==> config.mk <==
export PLATFORM = sky130hd
export DESIGN_NAME = uart_transmit_channel
export DESIGN_NICKNAME = d
export VERILOG_FILES = /design/src/shared/uart_tx_pkg.sv /design/src/shared/queue_if.sv /design/src/design/tx_queue_mem.sv /design/src/design/uart_transmit_channel.sv
export SDC_FILE = /design/constraint.sdc
export NUM_CORES = 1
export LEC_CHECK = 0
export ABC_AREA = 1
export BUFFER_PORTS_ARGS = -buffer_cell sky130_fd_sc_hd__buf_4
export CAP_MARGIN = 5
export CORE_MARGIN = 2
export CORE_UTILIZATION = 66
export CTS_BUF_LIST = sky130_fd_sc_hd__clkbuf_8
export DETAILED_ROUTE_END_ITERATION = 16
export GPL_ROUTABILITY_DRIVEN = 0
export PLACE_DENSITY = 0.95
export SKIP_LAST_GASP = 1
export SYNTH_ARGS = -nofsm -noshare
export SYNTH_HDL_FRONTEND = slang
export SYNTH_HIERARCHICAL = 1
export SYNTH_SLANG_ARGS = --single-unit
==> constraint.sdc <==
create_clock -name pclk -period 5.29 [get_ports pclk]
set_input_delay 0.529 -clock pclk [delete_from_list [all_inputs] [get_ports pclk]]
set_output_delay 0.529 -clock pclk [all_outputs]
set_load 0.03 [all_outputs]
==> src/shared/uart_tx_pkg.sv <==
/*
  Constants for the transmit channel: register map, field positions,
  reset values and bit timing counts.
  Assumes a 32-bit APB slave with byte addresses of aligned words.
*/
package uart_tx_pkg;

  // register map, byte addresses
  localparam int          ADDR_W          = 8;
  localparam logic [7:0]  MODE_OFF        = 8'h00;
  localparam logic [7:0]  CMD_OFF         = 8'h04;
  localparam logic [7:0]  STATUS_OFF      = 8'h08;
  localparam logic [7:0]  DATA_OFF        = 8'h0C;
  localparam logic [7:0]  DIV_OFF         = 8'h10;

  // mode_reg_two fields
  localparam int          MODE_W          = 11;
  localparam int          M_LEN_LSB       = 0;   // 2 bits: 5,6,7,8 data bits
  localparam int          M_PAR_EN        = 2;
  localparam int          M_PAR_ODD       = 3;
  localparam int          M_CTS_EN        = 4;
  localparam int          M_RTS_AUTO      = 5;
  localparam int          M_STOP_LSB      = 6;   // 2 bits: 1, 1.5, 2 stop bits
  localparam int          M_X1            = 8;
  localparam int          M_IRQ_EN        = 9;
  localparam int          M_RTS_LEVEL     = 10;
  localparam logic [10:0] MODE_RESET      = 11'h003;

  // command_reg fields, write-only pulses
  localparam int          C_ENABLE        = 0;
  localparam int          C_DISABLE       = 1;
  localparam int          C_RESET         = 2;
  localparam int          C_BRK_START     = 3;
  localparam int          C_BRK_STOP      = 4;
  localparam int          CMD_W           = 5;

  // status_reg fields
  localparam int          S_SPACE         = 0;
  localparam int          S_EMPTY         = 1;
  localparam int          S_ENABLED       = 2;
  localparam int          S_BREAK         = 3;
  localparam int          S_BUSY          = 4;
  localparam int          S_CTS_N         = 5;
  localparam int          S_COUNT_LSB     = 8;

  // bit timing
  localparam logic [15:0] DIV_RESET       = 16'h0000;
  localparam logic [5:0]  TICKS_16X       = 6'h10;   // ticks per bit in 16x mode
  localparam logic [5:0]  TICKS_STOP_1P5  = 6'h18;
  localparam logic [5:0]  TICKS_STOP_2    = 6'h20;
  localparam logic [5:0]  ABORT_16X       = 6'h03;   // 3/16 bit time
  localparam int          TXQ_DEPTH       = 8;
  localparam int          CHAR_W          = 8;

  typedef enum logic [2:0] {
    ST_IDLE   = 3'b000,
    ST_START  = 3'b001,
    ST_DATA   = 3'b011,
    ST_PARITY = 3'b010,
    ST_STOP   = 3'b110
  } tx_state_t;

endpackage

==> src/shared/queue_if.sv <==
/*
  Carrier between the channel and its character queue.
  Assumes one clock shared by both ends.
*/
`timescale 1ns/1ps
interface queue_if #(
  parameter int WIDTH = 8,
  parameter int DEPTH = 8
);
  logic                         push;
  logic [WIDTH-1:0]             push_data;
  logic                         pop;
  logic                         flush;
  logic [WIDTH-1:0]             head;
  logic                         avail;
  logic                         full;
  logic [$clog2(DEPTH+1)-1:0]   count;

  modport store (input push, push_data, pop, flush, output head, avail, full, count);
  modport user  (output push, push_data, pop, flush, input head, avail, full, count);
endinterface

==> src/design/tx_queue_mem.sv <==
/*
  Character queue for the transmit channel, head word out of a register.
  Assumes the user pops only while avail is high and pushes only while
  full is low.
*/
`timescale 1ns/1ps
module tx_queue_mem #(
  parameter int WIDTH = 8,
  parameter int DEPTH = 8
) (
  // clock and reset
  input  wire logic     pclk,
  input  wire logic     presetn,
  // queue side
  queue_if.store        q
);
  localparam int AW = (DEPTH > 1) ? $clog2(DEPTH) : 1;
  localparam int CW = $clog2(DEPTH+1);

  logic [WIDTH-1:0] mem [DEPTH];
  logic [AW-1:0]    wr_ptr_q;
  logic [AW-1:0]    rd_ptr_q;
  logic [CW-1:0]    count_q;
  logic [WIDTH-1:0] head_q;
  logic             avail_q;
  logic             do_push;
  logic             do_pop;

  assign do_push = q.push && (count_q != CW'(DEPTH));
  assign do_pop  = q.pop && avail_q;

  function automatic logic [AW-1:0] step(input logic [AW-1:0] p);
    step = (p == AW'(DEPTH - 1)) ? '0 : p + AW'(1);
  endfunction

  always_ff @(posedge pclk) begin
    if (do_push) begin
      mem[wr_ptr_q] <= q.push_data;
    end
  end

  always_ff @(posedge pclk or negedge presetn) begin
    if (!presetn) begin
      wr_ptr_q <= '0;
      rd_ptr_q <= '0;
      count_q  <= '0;
    end else if (q.flush) begin
      wr_ptr_q <= '0;
      rd_ptr_q <= '0;
      count_q  <= '0;
    end else begin
      if (do_push) wr_ptr_q <= step(wr_ptr_q);
      if (do_pop)  rd_ptr_q <= step(rd_ptr_q);
      count_q <= count_q + CW'(do_push) - CW'(do_pop);
    end
  end

  // head and avail lag the pointers by one cycle together, so they always agree
  always_ff @(posedge pclk or negedge presetn) begin
    if (!presetn) begin
      head_q  <= '0;
      avail_q <= 1'b0;
    end else begin
      head_q  <= mem[rd_ptr_q];
      avail_q <= (count_q != '0) && !do_pop && !q.flush;
    end
  end

  assign q.head  = head_q;
  assign q.avail = avail_q;
  assign q.full  = (count_q == CW'(DEPTH));
  assign q.count = count_q;
endmodule

==> src/design/uart_transmit_channel.sv <==
/*
  One asynchronous transmit channel behind an APB register slave:
  character queue, bit timing, framing, break, flow control and
  request-to-send turnaround.
  Assumes a single pclk domain; clear_to_send_in_n is synchronous to pclk.
*/
// The implementer's own choices: the APB interface to the registers and the address map.
`timescale 1ns/1ps

// How it works
// (RULE_01) space flag: enabled and queue not full
// (RULE_02) enabling sets space and empty flags
// (RULE_03) queue write clears empty, sending resumes
// (RULE_04) empty sets after last stop or re-enable
// (RULE_05) queue head moves to shifter when idle
// (RULE_06) queue writes ignored while disabled
// (RULE_07) start, data lsb first, parity, stops
// (RULE_08) idle line high, empty set after stops
// (RULE_09) disable drains shifter and queue first
// (RULE_10) disable clears status flags at once
// (RULE_11) reset halts, flushes, clears all status; break_q is kept, so a running break stays on
// (RULE_12) host must re-enable after a reset
// (RULE_13) break forces line low until stopped
// (RULE_14) cts option gates each character
// (RULE_15) cts checked at character start only
// (RULE_16) auto request-to-send marks end of message
// (RULE_17) space flag drives interrupt pins
// (RULE_18) early disable after empty load drops char
// (RULE_19) transfer in start bit, space after it
// (RULE_20) host waits for space before disabling
// (RULE_21) 16x mode: sixteen ticks per bit
// (RULE_22) queue holds eight characters
// (RULE_23) commands act the clock after the write
module uart_transmit_channel
  import uart_tx_pkg::*;
#(
  parameter int DEPTH = TXQ_DEPTH
) (
  // clock and reset
  input  wire logic                pclk,
  input  wire logic                presetn,
  // apb slave
  input  wire logic                psel,
  input  wire logic                penable,
  input  wire logic                pwrite,
  input  wire logic [ADDR_W-1:0]   paddr,
  input  wire logic [31:0]         pwdata,
  output logic                     pready,
  output logic [31:0]              prdata,
  output logic                     pslverr,
  // serial side
  output logic                     serial_out,
  input  wire logic                clear_to_send_in_n,
  output logic                     request_to_send_out_n,
  // interrupt pins
  output logic                     out_pin_zero,
  output logic                     irq_out_n
);
  localparam int CW = $clog2(DEPTH+1);

  queue_if #(.WIDTH(CHAR_W), .DEPTH(DEPTH)) q ();

  tx_queue_mem #(.WIDTH(CHAR_W), .DEPTH(DEPTH)) u_queue (
    .pclk    (pclk),
    .presetn (presetn),
    .q       (q)
  );

  ////////////////////////////////////////////////////////////////////////////
  // apb slave: one wait-free access phase, answer registered in setup

  logic              pready_q;
  logic [31:0]       prdata_q;
  logic              pslverr_q;
  logic              setup;
  logic              wr;
  logic              mapped;
  logic [MODE_W-1:0] mode_q;
  logic [15:0]       div_q;
  logic [CMD_W-1:0]  cmd_q;
  logic              enable_q;
  logic              enable_d;
  logic              break_q;
  logic              empty_q;
  logic              space_q;
  logic [31:0]       status;
  tx_state_t         state_q;

  assign setup  = psel && !penable;
  assign wr     = psel && penable && pready_q && pwrite;
  assign mapped = (paddr == MODE_OFF) || (paddr == CMD_OFF) || (paddr == STATUS_OFF) ||
                  (paddr == DATA_OFF) || (paddr == DIV_OFF);

  always_comb begin
    status                           = '0;
    status[S_SPACE]                  = space_q;
    status[S_EMPTY]                  = empty_q;
    status[S_ENABLED]                = enable_q;
    status[S_BREAK]                  = break_q;
    status[S_BUSY]                   = (state_q != ST_IDLE);
    status[S_CTS_N]                  = clear_to_send_in_n;
    status[S_COUNT_LSB +: CW]        = q.count;
  end

  always_ff @(posedge pclk or negedge presetn) begin
    if (!presetn) begin
      pready_q  <= 1'b0;
      prdata_q  <= '0;
      pslverr_q <= 1'b0;
    end else begin
      pready_q  <= setup;
      pslverr_q <= setup && !mapped;
      if (setup && !pwrite) begin
        case (paddr)
          MODE_OFF:   prdata_q <= 32'(mode_q);
          STATUS_OFF: prdata_q <= status;
          DIV_OFF:    prdata_q <= 32'(div_q);
          default:    prdata_q <= '0;
        endcase
      end else begin
        prdata_q <= '0;
      end
    end
  end

  always_ff @(posedge pclk or negedge presetn) begin
    if (!presetn) begin
      mode_q <= MODE_RESET;
      div_q  <= DIV_RESET;
    end else if (wr && paddr == MODE_OFF) begin
      mode_q <= pwdata[MODE_W-1:0];
    end else if (wr && paddr == DIV_OFF) begin
      div_q <= pwdata[15:0];
    end
  end

  // commands are registered so each acts on the clock after its write
  always_ff @(posedge pclk or negedge presetn) begin
    if (!presetn) begin
      cmd_q <= '0;
    end else begin
      cmd_q <= (wr && paddr == CMD_OFF) ? pwdata[CMD_W-1:0] : '0;  // [RULE_23]
    end
  end

  ////////////////////////////////////////////////////////////////////////////
  // channel control

  logic cmd_en;
  logic cmd_dis;
  logic cmd_rst;

  assign cmd_en  = cmd_q[C_ENABLE];
  assign cmd_dis = cmd_q[C_DISABLE];
  assign cmd_rst = cmd_q[C_RESET];

  always_comb begin
    enable_d = enable_q;
    if (cmd_rst || cmd_dis) begin
      enable_d = 1'b0;  // [RULE_10] [RULE_11]
    end else if (cmd_en) begin
      enable_d = 1'b1;
    end
  end

  always_ff @(posedge pclk or negedge presetn) begin
    if (!presetn) begin
      enable_q <= 1'b0;
    end else begin
      enable_q <= enable_d;
    end
  end

  always_ff @(posedge pclk or negedge presetn) begin
    if (!presetn) begin
      break_q <= 1'b0;
    end else if (cmd_q[C_BRK_START]) begin
      break_q <= 1'b1;  // [RULE_13]
    end else if (cmd_q[C_BRK_STOP]) begin
      break_q <= 1'b0;  // [RULE_13]
    end
  end

  // writes while disabled or full are dropped without an error answer
  assign q.push      = wr && (paddr == DATA_OFF) && enable_q && !q.full;  // [RULE_06] [RULE_22]
  assign q.push_data = pwdata[CHAR_W-1:0];

  ////////////////////////////////////////////////////////////////////////////
  // bit clock: tick every div_q+1 cycles

  logic [15:0] baud_cnt_q;
  logic        tick_q;

  always_ff @(posedge pclk or negedge presetn) begin
    if (!presetn) begin
      baud_cnt_q <= '0;
      tick_q     <= 1'b0;
    end else begin
      tick_q     <= (baud_cnt_q == '0);
      baud_cnt_q <= (baud_cnt_q == '0) ? div_q : baud_cnt_q - 16'h0001;
    end
  end

  ////////////////////////////////////////////////////////////////////////////
  // framing state machine

  logic        x1;
  logic [5:0]  bit_units;
  logic [5:0]  stop_units;
  logic [5:0]  unit_q;
  logic [5:0]  last_unit;
  logic        bit_end;
  logic [2:0]  bitn_q;
  logic [2:0]  last_bit;
  logic [7:0]  shreg_q;
  logic        par_q;
  logic [7:0]  mask;
  logic        cts_ok;
  logic        start_frame;
  logic        frame_done;
  logic        abort;
  logic        was_empty_q;

  assign x1        = mode_q[M_X1];
  assign bit_units = x1 ? 6'h01 : TICKS_16X;  // [RULE_21]
  assign last_bit  = 3'h4 + {1'b0, mode_q[M_LEN_LSB +: 2]};
  assign mask      = 8'hFF >> (3'h7 - last_bit);

  always_comb begin
    case (mode_q[M_STOP_LSB +: 2])
      2'h0:    stop_units = bit_units;
      2'h1:    stop_units = x1 ? 6'h02 : TICKS_STOP_1P5;
      default: stop_units = x1 ? 6'h02 : TICKS_STOP_2;
    endcase
  end

  assign last_unit   = ((state_q == ST_STOP) ? stop_units : bit_units) - 6'h01;
  assign bit_end     = tick_q && (unit_q == last_unit);
  assign frame_done  = (state_q == ST_STOP) && bit_end;
  assign cts_ok      = !mode_q[M_CTS_EN] || !clear_to_send_in_n;  // [RULE_14] [RULE_15]
  // queue head loads into the shifter only between characters
  assign start_frame = !cmd_rst && q.avail && cts_ok && tick_q &&
                       ((state_q == ST_IDLE) || frame_done);  // [RULE_05] [RULE_09]
  assign q.pop       = start_frame;  // [RULE_19]
  // a disable too soon after loading an empty channel kills that character
  assign abort       = was_empty_q && cmd_dis && ((state_q == ST_IDLE) ||
                       ((state_q == ST_START) && (x1 || unit_q < ABORT_16X)));  // [RULE_18]
  assign q.flush     = cmd_rst || abort;  // [RULE_11] [RULE_18]

  always_ff @(posedge pclk or negedge presetn) begin
    if (!presetn) begin
      state_q <= ST_IDLE;
      unit_q  <= '0;
      bitn_q  <= '0;
      shreg_q <= '0;
      par_q   <= 1'b0;
    end else if (cmd_rst || abort) begin
      state_q <= ST_IDLE;  // [RULE_11]
      unit_q  <= '0;
    end else if (start_frame) begin
      state_q <= ST_START;  // [RULE_03] [RULE_07]
      unit_q  <= '0;
      shreg_q <= q.head & mask;
      par_q   <= ^(q.head & mask) ^ mode_q[M_PAR_ODD];
    end else if (tick_q) begin
      unit_q <= bit_end ? 6'h00 : unit_q + 6'h01;
      if (bit_end) begin
        case (state_q)
          ST_START: begin
            state_q <= ST_DATA;
            bitn_q  <= '0;
          end
          ST_DATA: begin
            shreg_q <= {1'b0, shreg_q[7:1]};  // [RULE_07]
            bitn_q  <= bitn_q + 3'h1;
            if (bitn_q == last_bit) begin
              state_q <= mode_q[M_PAR_EN] ? ST_PARITY : ST_STOP;
            end
          end
          ST_PARITY: state_q <= ST_STOP;
          ST_STOP:   state_q <= ST_IDLE;  // [RULE_08]
          default:   state_q <= ST_IDLE;
        endcase
      end
    end
  end

  always_ff @(posedge pclk or negedge presetn) begin
    if (!presetn) begin
      was_empty_q <= 1'b0;
    end else if (q.push && empty_q) begin
      was_empty_q <= 1'b1;
    end else if (cmd_rst || abort || (state_q == ST_START && bit_end) || state_q == ST_STOP) begin
      was_empty_q <= 1'b0;
    end
  end

  ////////////////////////////////////////////////////////////////////////////
  // status flags

  logic [CW:0] occupied;

  // the character in its start bit still holds a slot, so space returns after it
  assign occupied = {1'b0, q.count} + {{CW{1'b0}}, (state_q == ST_START)};  // [RULE_19]

  always_ff @(posedge pclk or negedge presetn) begin
    if (!presetn) begin
      space_q <= 1'b0;
    end else begin
      space_q <= enable_d && (occupied < (CW+1)'(DEPTH));  // [RULE_01] [RULE_02] [RULE_22]
    end
  end

  always_ff @(posedge pclk or negedge presetn) begin
    if (!presetn) begin
      empty_q <= 1'b0;
    end else if (cmd_rst || cmd_dis) begin
      empty_q <= 1'b0;  // [RULE_10] [RULE_11]
    end else if (cmd_en && !enable_q) begin
      empty_q <= 1'b1;  // [RULE_02] [RULE_04]
    end else if (q.push) begin
      empty_q <= 1'b0;  // [RULE_03]
    end else if (frame_done && q.count == '0 && enable_q) begin
      empty_q <= 1'b1;  // [RULE_04] [RULE_08]
    end
  end

  ////////////////////////////////////////////////////////////////////////////
  // pins

  logic txd_q;
  logic rts_n_q;
  logic pin0_q;
  logic irq_n_q;
  logic busy;

  assign busy = (state_q != ST_IDLE) || q.avail || (q.count != '0);

  always_ff @(posedge pclk or negedge presetn) begin
    if (!presetn) begin
      txd_q <= 1'b1;
    end else if (break_q) begin
      txd_q <= 1'b0;  // [RULE_13]
    end else begin
      case (state_q)
        ST_START:  txd_q <= 1'b0;
        ST_DATA:   txd_q <= shreg_q[0];
        ST_PARITY: txd_q <= par_q;
        default:   txd_q <= 1'b1;  // [RULE_08]
      endcase
    end
  end

  // auto mode: low while anything is left to send, high marks end of message
  always_ff @(posedge pclk or negedge presetn) begin
    if (!presetn) begin
      rts_n_q <= 1'b1;
    end else if (mode_q[M_RTS_AUTO]) begin
      rts_n_q <= !busy;  // [RULE_16]
    end else begin
      rts_n_q <= !mode_q[M_RTS_LEVEL];
    end
  end

  always_ff @(posedge pclk or negedge presetn) begin
    if (!presetn) begin
      pin0_q  <= 1'b1;
      irq_n_q <= 1'b1;
    end else begin
      pin0_q  <= !(space_q && mode_q[M_IRQ_EN]);  // [RULE_17]
      irq_n_q <= !(space_q && mode_q[M_IRQ_EN]);  // [RULE_17]
    end
  end

  assign pready                = pready_q;
  assign prdata                = prdata_q;
  assign pslverr               = pslverr_q;
  assign serial_out            = txd_q;
  assign request_to_send_out_n = rts_n_q;
  assign out_pin_zero          = pin0_q;
  assign irq_out_n             = irq_n_q;
endmodule

==> impl_metrics.prom <==
# TYPE chip_impl_metric gauge
chip_impl_metric{name="total_power",unit="uW"} 2570
chip_impl_metric{name="finalCritPeriodShare",unit=""} 0.733
chip_impl_metric{name="edff_count_synth",unit=""} 64
chip_impl_metric{name="dieArea",unit="sq mm"} 0.0141
chip_impl_metric{name="post_cts_hold_buffer_count",unit=""} 0
chip_impl_metric{name="core.rowCount",unit=""} 41
chip_impl_metric{name="firstDrtPassIters",unit=""} 8
chip_impl_metric{name="post_synthesis_register_bit_count",unit=""} 179
chip_impl_metric{name="io_buffers",unit=""} 51
chip_impl_info{name="class_of_the_tightest_hold_or_removal_check",value="in2async"} 1
chip_impl_info{name="final_common_cell",value="sky130_fd_sc_hd__nand2_1"} 1
chip_impl_info{name="layout_common_cells",value="sky130_fd_sc_hd__nand2_1 (286), sky130_fd_sc_hd__inv_1 (171), sky130_fd_sc_hd__dfrtp_1 (110)"} 1
chip_impl_metric{name="die_height",unit="um"} 119
chip_impl_info{name="unrepaired_setup_endpoints_after_global_routing",value="no"} 1
chip_impl_metric{name="r2r_cells",unit=""} 25
chip_impl_metric{name="cts.reportedPaths.clkPinSlew",unit="ns"} 0.10
chip_impl_metric{name="grt.total_usage",unit=""} 0.291
chip_impl_metric{name="grt_first_pass_wirelength",unit="mm"} 31.8
chip_impl_metric{name="reg2reg_slack",unit="ns"} 1.41
chip_impl_metric{name="fillerInstances",unit=""} 795
chip_impl_metric{name="syn2layout_area_growth",unit="%"} 10.1
chip_impl_metric{name="place_area",unit="sq mm"} 0.00914
chip_impl_metric{name="powerDensity",unit="mW/mm^2"} 269
chip_impl_metric{name="core-area",unit="sq mm"} 0.0127
chip_impl_metric{name="wl_per_cell",unit="um"} 15.8
chip_impl_metric{name="max_slew_margin",unit=""} 0.312
chip_impl_metric{name="drive_above_1_share",unit=""} 0.107
chip_impl_info{name="postSynth.topFlopCell",value="sky130_fd_sc_hd__dfrtp_1"} 1
chip_impl_metric{name="die_w",unit="um"} 119
chip_impl_info{name="cp-startpoint",value="state_q[1]"} 1
chip_impl_metric{name="data_required_time_of_the_worst_path",unit="ns"} 5.63
chip_impl_metric{name="min_period",unit="ns"} 3.88
chip_impl_metric{name="first_iter_violations",unit=""} 766
chip_impl_metric{name="io_pins",unit=""} 84
chip_impl_metric{name="layout_setup_ws",unit="ns"} 1.41
chip_impl_metric{name="vdd_ir_drop_max",unit="mV"} 0.362
chip_impl_metric{name="setup_violations",unit=""} 0
chip_impl_metric{name="synth_seq_area_share",unit=""} 0.554
chip_impl_metric{name="timing.critical_path.fanout_max",unit=""} 18
chip_impl_metric{name="worst_clock_skew",unit="ns"} 0.0184
chip_impl_metric{name="via_per_inst",unit=""} 5.56
chip_impl_metric{name="number_of_distinct_library_cells_after_synthesis",unit=""} 44
chip_impl_metric{name="clk_latency",unit="ns"} 0.48
chip_impl_metric{name="synth.avg_cell_area",unit="sq um"} 8.76
chip_impl_metric{name="start_util",unit=""} 0.682
chip_impl_metric{name="count_of_final_hold_check_violations",unit=""} 0
chip_impl_info{name="clockRootBuffer",value="sky130_fd_sc_hd__clkbuf_8"} 1
chip_impl_info{name="start_kind",value="register"} 1
chip_impl_metric{name="tightestPinTransition",unit="ns"} 1.03
chip_impl_info{name="worstSetupEndpointType",value="register"} 1
chip_impl_metric{name="vias",unit=""} 6854
chip_impl_info{name="worst_setup_ep",value="u_queue/q.count[2]"} 1
chip_impl_metric{name="synth.yosys.warnings",unit=""} 6
chip_impl_metric{name="report.final.slew_viol_count",unit=""} 0
chip_impl_metric{name="final_ant_viol_nets",unit=""} 0
chip_impl_metric{name="post_cts_resized",unit=""} 0
chip_impl_metric{name="cts.sinks",unit=""} 179
chip_impl_metric{name="antenna_cells",unit=""} 0
chip_impl_metric{name="first_global_vias",unit=""} 6673
chip_impl_info{name="crit-reg2reg-capture",value="u_queue/q.count[2]"} 1
chip_impl_info{name="crit-reg2reg-launch",value="state_q[1]"} 1
chip_impl_info{name="worstSetupPathType",value="reg2reg"} 1
chip_impl_metric{name="finish.instance_area",unit="sq mm"} 0.00955
chip_impl_metric{name="detailed_place_hpwl",unit="mm"} 13.1
chip_impl_metric{name="tritoncts.num_buffers",unit=""} 17
chip_impl_metric{name="synth.cell_area",unit="sq mm"} 0.00868
chip_impl_info{name="outcome",value="finished clean"} 1
chip_impl_metric{name="grt-ovfl-total",unit=""} 0
chip_impl_metric{name="arrival_time_of_data_at_the_critical_path_endpoint",unit="ns"} 4.22
chip_impl_metric{name="final_nets",unit=""} 1111
chip_impl_metric{name="synth-async-reset-ratio",unit=""} 0.642
chip_impl_metric{name="post_cts.repair.setup_buffers",unit=""} 0
chip_impl_metric{name="synth_cells",unit=""} 990
chip_impl_info{name="cts_tree",value="yes"} 1
chip_impl_metric{name="totalNegativeSetupSlack",unit="ns"} 0
chip_impl_metric{name="detailedPlace.worstSlack",unit="ns"} 1.49
chip_impl_metric{name="ctsLongestPathBuffers",unit=""} 2
chip_impl_metric{name="antenna_found_initial",unit=""} 0
chip_impl_metric{name="drv.max_cap_violation_count",unit=""} 0
chip_impl_metric{name="leakage",unit="uW"} 0.00474
chip_impl_metric{name="cts_max_level",unit=""} 4
chip_impl_metric{name="drc_errors",unit=""} 0
chip_impl_metric{name="largest_net_degree_at_the_start_of_global_routing",unit=""} 59
chip_impl_metric{name="fmax",unit="MHz"} 258
chip_impl_metric{name="route.final.wire_length",unit="mm"} 19.5
chip_impl_metric{name="post-route-util",unit=""} 0.751
[layout make-up]
type                            instances  area, sq um  share of cell area
Sequential cell                       179         4810               0.503
Multi-Input combinational cell        613         2990               0.313
Inverter                              176          666              0.0697
Timing Repair Buffer                   61          458              0.0479
Clock buffer                           17          234              0.0245
Tap cell                              172          215              0.0225
Clock inverter                         15          183              0.0191
[logic make-up (layout without fill, tap and decap cells)]
kind of cell | after synthesis | count (layout) | synth area share
DFF | 179 | 179 | 0.554
other | 1 | 16 | 0.000432
AOI/OAI and AO/OA | 93 | 93 | 0.0616
adders and majority gates | 17 | 17 | 0.0254
xor gates and xnor gates | 22 | 22 | 0.0222
and+or+nand+nor | 465 | 465 | 0.229
buffers and inverters | 213 | 269 | 0.108
[stage by stage]
| step | std cells | hold WS [ns] |
|---|---|---|
| final | 1233 | 0.0857 |
| after global routing | 1233 | 0.139 |
| after floorplan | 1005 | 0.233 |
| after CTS | 1233 | 0.114 |
| after detailed placement | 1201 | 0.416 |
| after global placement | 1201 | 0.418 |
[worst min-delay path by stage]
| stage | slack (ns) | end | depth (start not counted) | startpoint |
|---|---|---|---|---|
| after floorplan | 0.23 | baud_cnt_q[0] | 0 | presetn |
| after global placement | 0.42 | break_q | 1 | cmd_q[4] |
| after detailed placement | 0.42 | irq_out_n | 1 | space_q |
| after CTS | 0.11 | u_queue/q.count[1] | 1 | presetn |
| after global routing | 0.14 | u_queue/q.count[1] | 1 | presetn |
| final | 0.09 | u_queue/q.count[1] | 1 | presetn |
[synthesized netlist by cell type, types with 2 or more instances]
cell / count / area share
sky130_fd_sc_hd__dfrtp_1: 110 / 0.32
sky130_fd_sc_hd__nand3_1: 60 / 0.035
sky130_fd_sc_hd__nand2_2: 4 / 0.0029
sky130_fd_sc_hd__o21ai_1: 9 / 0.0052
sky130_fd_sc_hd__a31oi_1: 2 / 0.0014
sky130_fd_sc_hd__o22ai_1: 2 / 0.0014
sky130_fd_sc_hd__xor2_1: 10 / 0.010
sky130_fd_sc_hd__o221ai_1: 5 / 0.0050
sky130_fd_sc_hd__a21oi_1: 22 / 0.013
sky130_fd_sc_hd__nor2_1: 62 / 0.027
sky130_fd_sc_hd__dfstp_2: 5 / 0.015
sky130_fd_sc_hd__nor4_1: 4 / 0.0029
sky130_fd_sc_hd__nand2_4: 2 / 0.0026
sky130_fd_sc_hd__o2111ai_1: 3 / 0.0030
sky130_fd_sc_hd__buf_6: 6 / 0.0078
sky130_fd_sc_hd__clkinv_1: 2 / 0.00087
sky130_fd_sc_hd__a311oi_1: 2 / 0.0020
sky130_fd_sc_hd__xnor2_1: 12 / 0.012
sky130_fd_sc_hd__nand2_1: 286 / 0.12
sky130_fd_sc_hd__clkbuf_1: 7 / 0.0030
sky130_fd_sc_hd__nor2_4: 2 / 0.0026
sky130_fd_sc_hd__inv_2: 3 / 0.0013
sky130_fd_sc_hd__o211ai_1: 3 / 0.0026
sky130_fd_sc_hd__nor3_1: 23 / 0.013
sky130_fd_sc_hd__buf_4: 23 / 0.020
sky130_fd_sc_hd__inv_4: 2 / 0.0014
sky130_fd_sc_hd__edfxtp_1: 64 / 0.22
sky130_fd_sc_hd__ha_1: 16 / 0.023
sky130_fd_sc_hd__nand4_1: 16 / 0.012
sky130_fd_sc_hd__inv_1: 169 / 0.073
sky130_fd_sc_hd__o21ai_0: 41 / 0.024
[layer usage]
metal	GRT usage	up-vias	routed length [um]
met5	0	-	0
met4	0.153	0	765
met3	0.0603	66	1250
met2	0.498	338	10000
met1	0.345	3230	7510
li1	-	3220	-
[power breakdown]
| part | total (uW) | internal (uW) | switching (uW) | leakage [uW] |
|---|---|---|---|---|
| clock network | 987 | 471 | 516 | 0.000209 |
| registers | 1460 | 1450 | 10.9 | 0.00203 |
| logic | 124 | 37.8 | 86.0 | 0.00250 |
| total | 2570 | 1950 | 613 | 0.00474 |
[flip-flops by register name (all words and copies together), names as in the netlist, 3 cells and up]
signal,count
unit_q,6
mode_q,11
u_queue/q.count,4
bitn_q,3
shreg_q,8
prdata,16
u_queue/q.head,8
cmd_q,5
baud_cnt_q,16
u_queue/mem,64
div_q,16
state_q,3
u_queue/wr_ptr_q,3
u_queue/rd_ptr_q,3
[worst max-delay path, stage by stage, from the launching register on]
cell,delay (ns)
sky130_fd_sc_hd__dfrtp_1,0.46
sky130_fd_sc_hd__nand2_2,0.10
sky130_fd_sc_hd__nor2_4,0.17
sky130_fd_sc_hd__nand2_1,0.10
sky130_fd_sc_hd__nand2_1,0.09
sky130_fd_sc_hd__ha_1,0.21
sky130_fd_sc_hd__ha_1,0.26
sky130_fd_sc_hd__inv_1,0.07
sky130_fd_sc_hd__nand2_1,0.05
sky130_fd_sc_hd__nand2_1,0.06
sky130_fd_sc_hd__nand2_1,0.05
sky130_fd_sc_hd__nor2_1,0.08
sky130_fd_sc_hd__nand3_1,0.11
sky130_fd_sc_hd__nor2_4,0.20
sky130_fd_sc_hd__nand2_2,0.07
sky130_fd_sc_hd__nand2_2,0.09
sky130_fd_sc_hd__nand2_4,0.14
sky130_fd_sc_hd__inv_2,0.21
sky130_fd_sc_hd__nand2_1,0.12
sky130_fd_sc_hd__inv_1,0.09
sky130_fd_sc_hd__ha_1,0.13
sky130_fd_sc_hd__inv_1,0.04
sky130_fd_sc_hd__ha_1,0.20
sky130_fd_sc_hd__fa_1,0.40
sky130_fd_sc_hd__xnor2_1,0.17
sky130_fd_sc_hd__nor2_1,0.06
No activity file was read; power rests on OpenSTA's default activity.
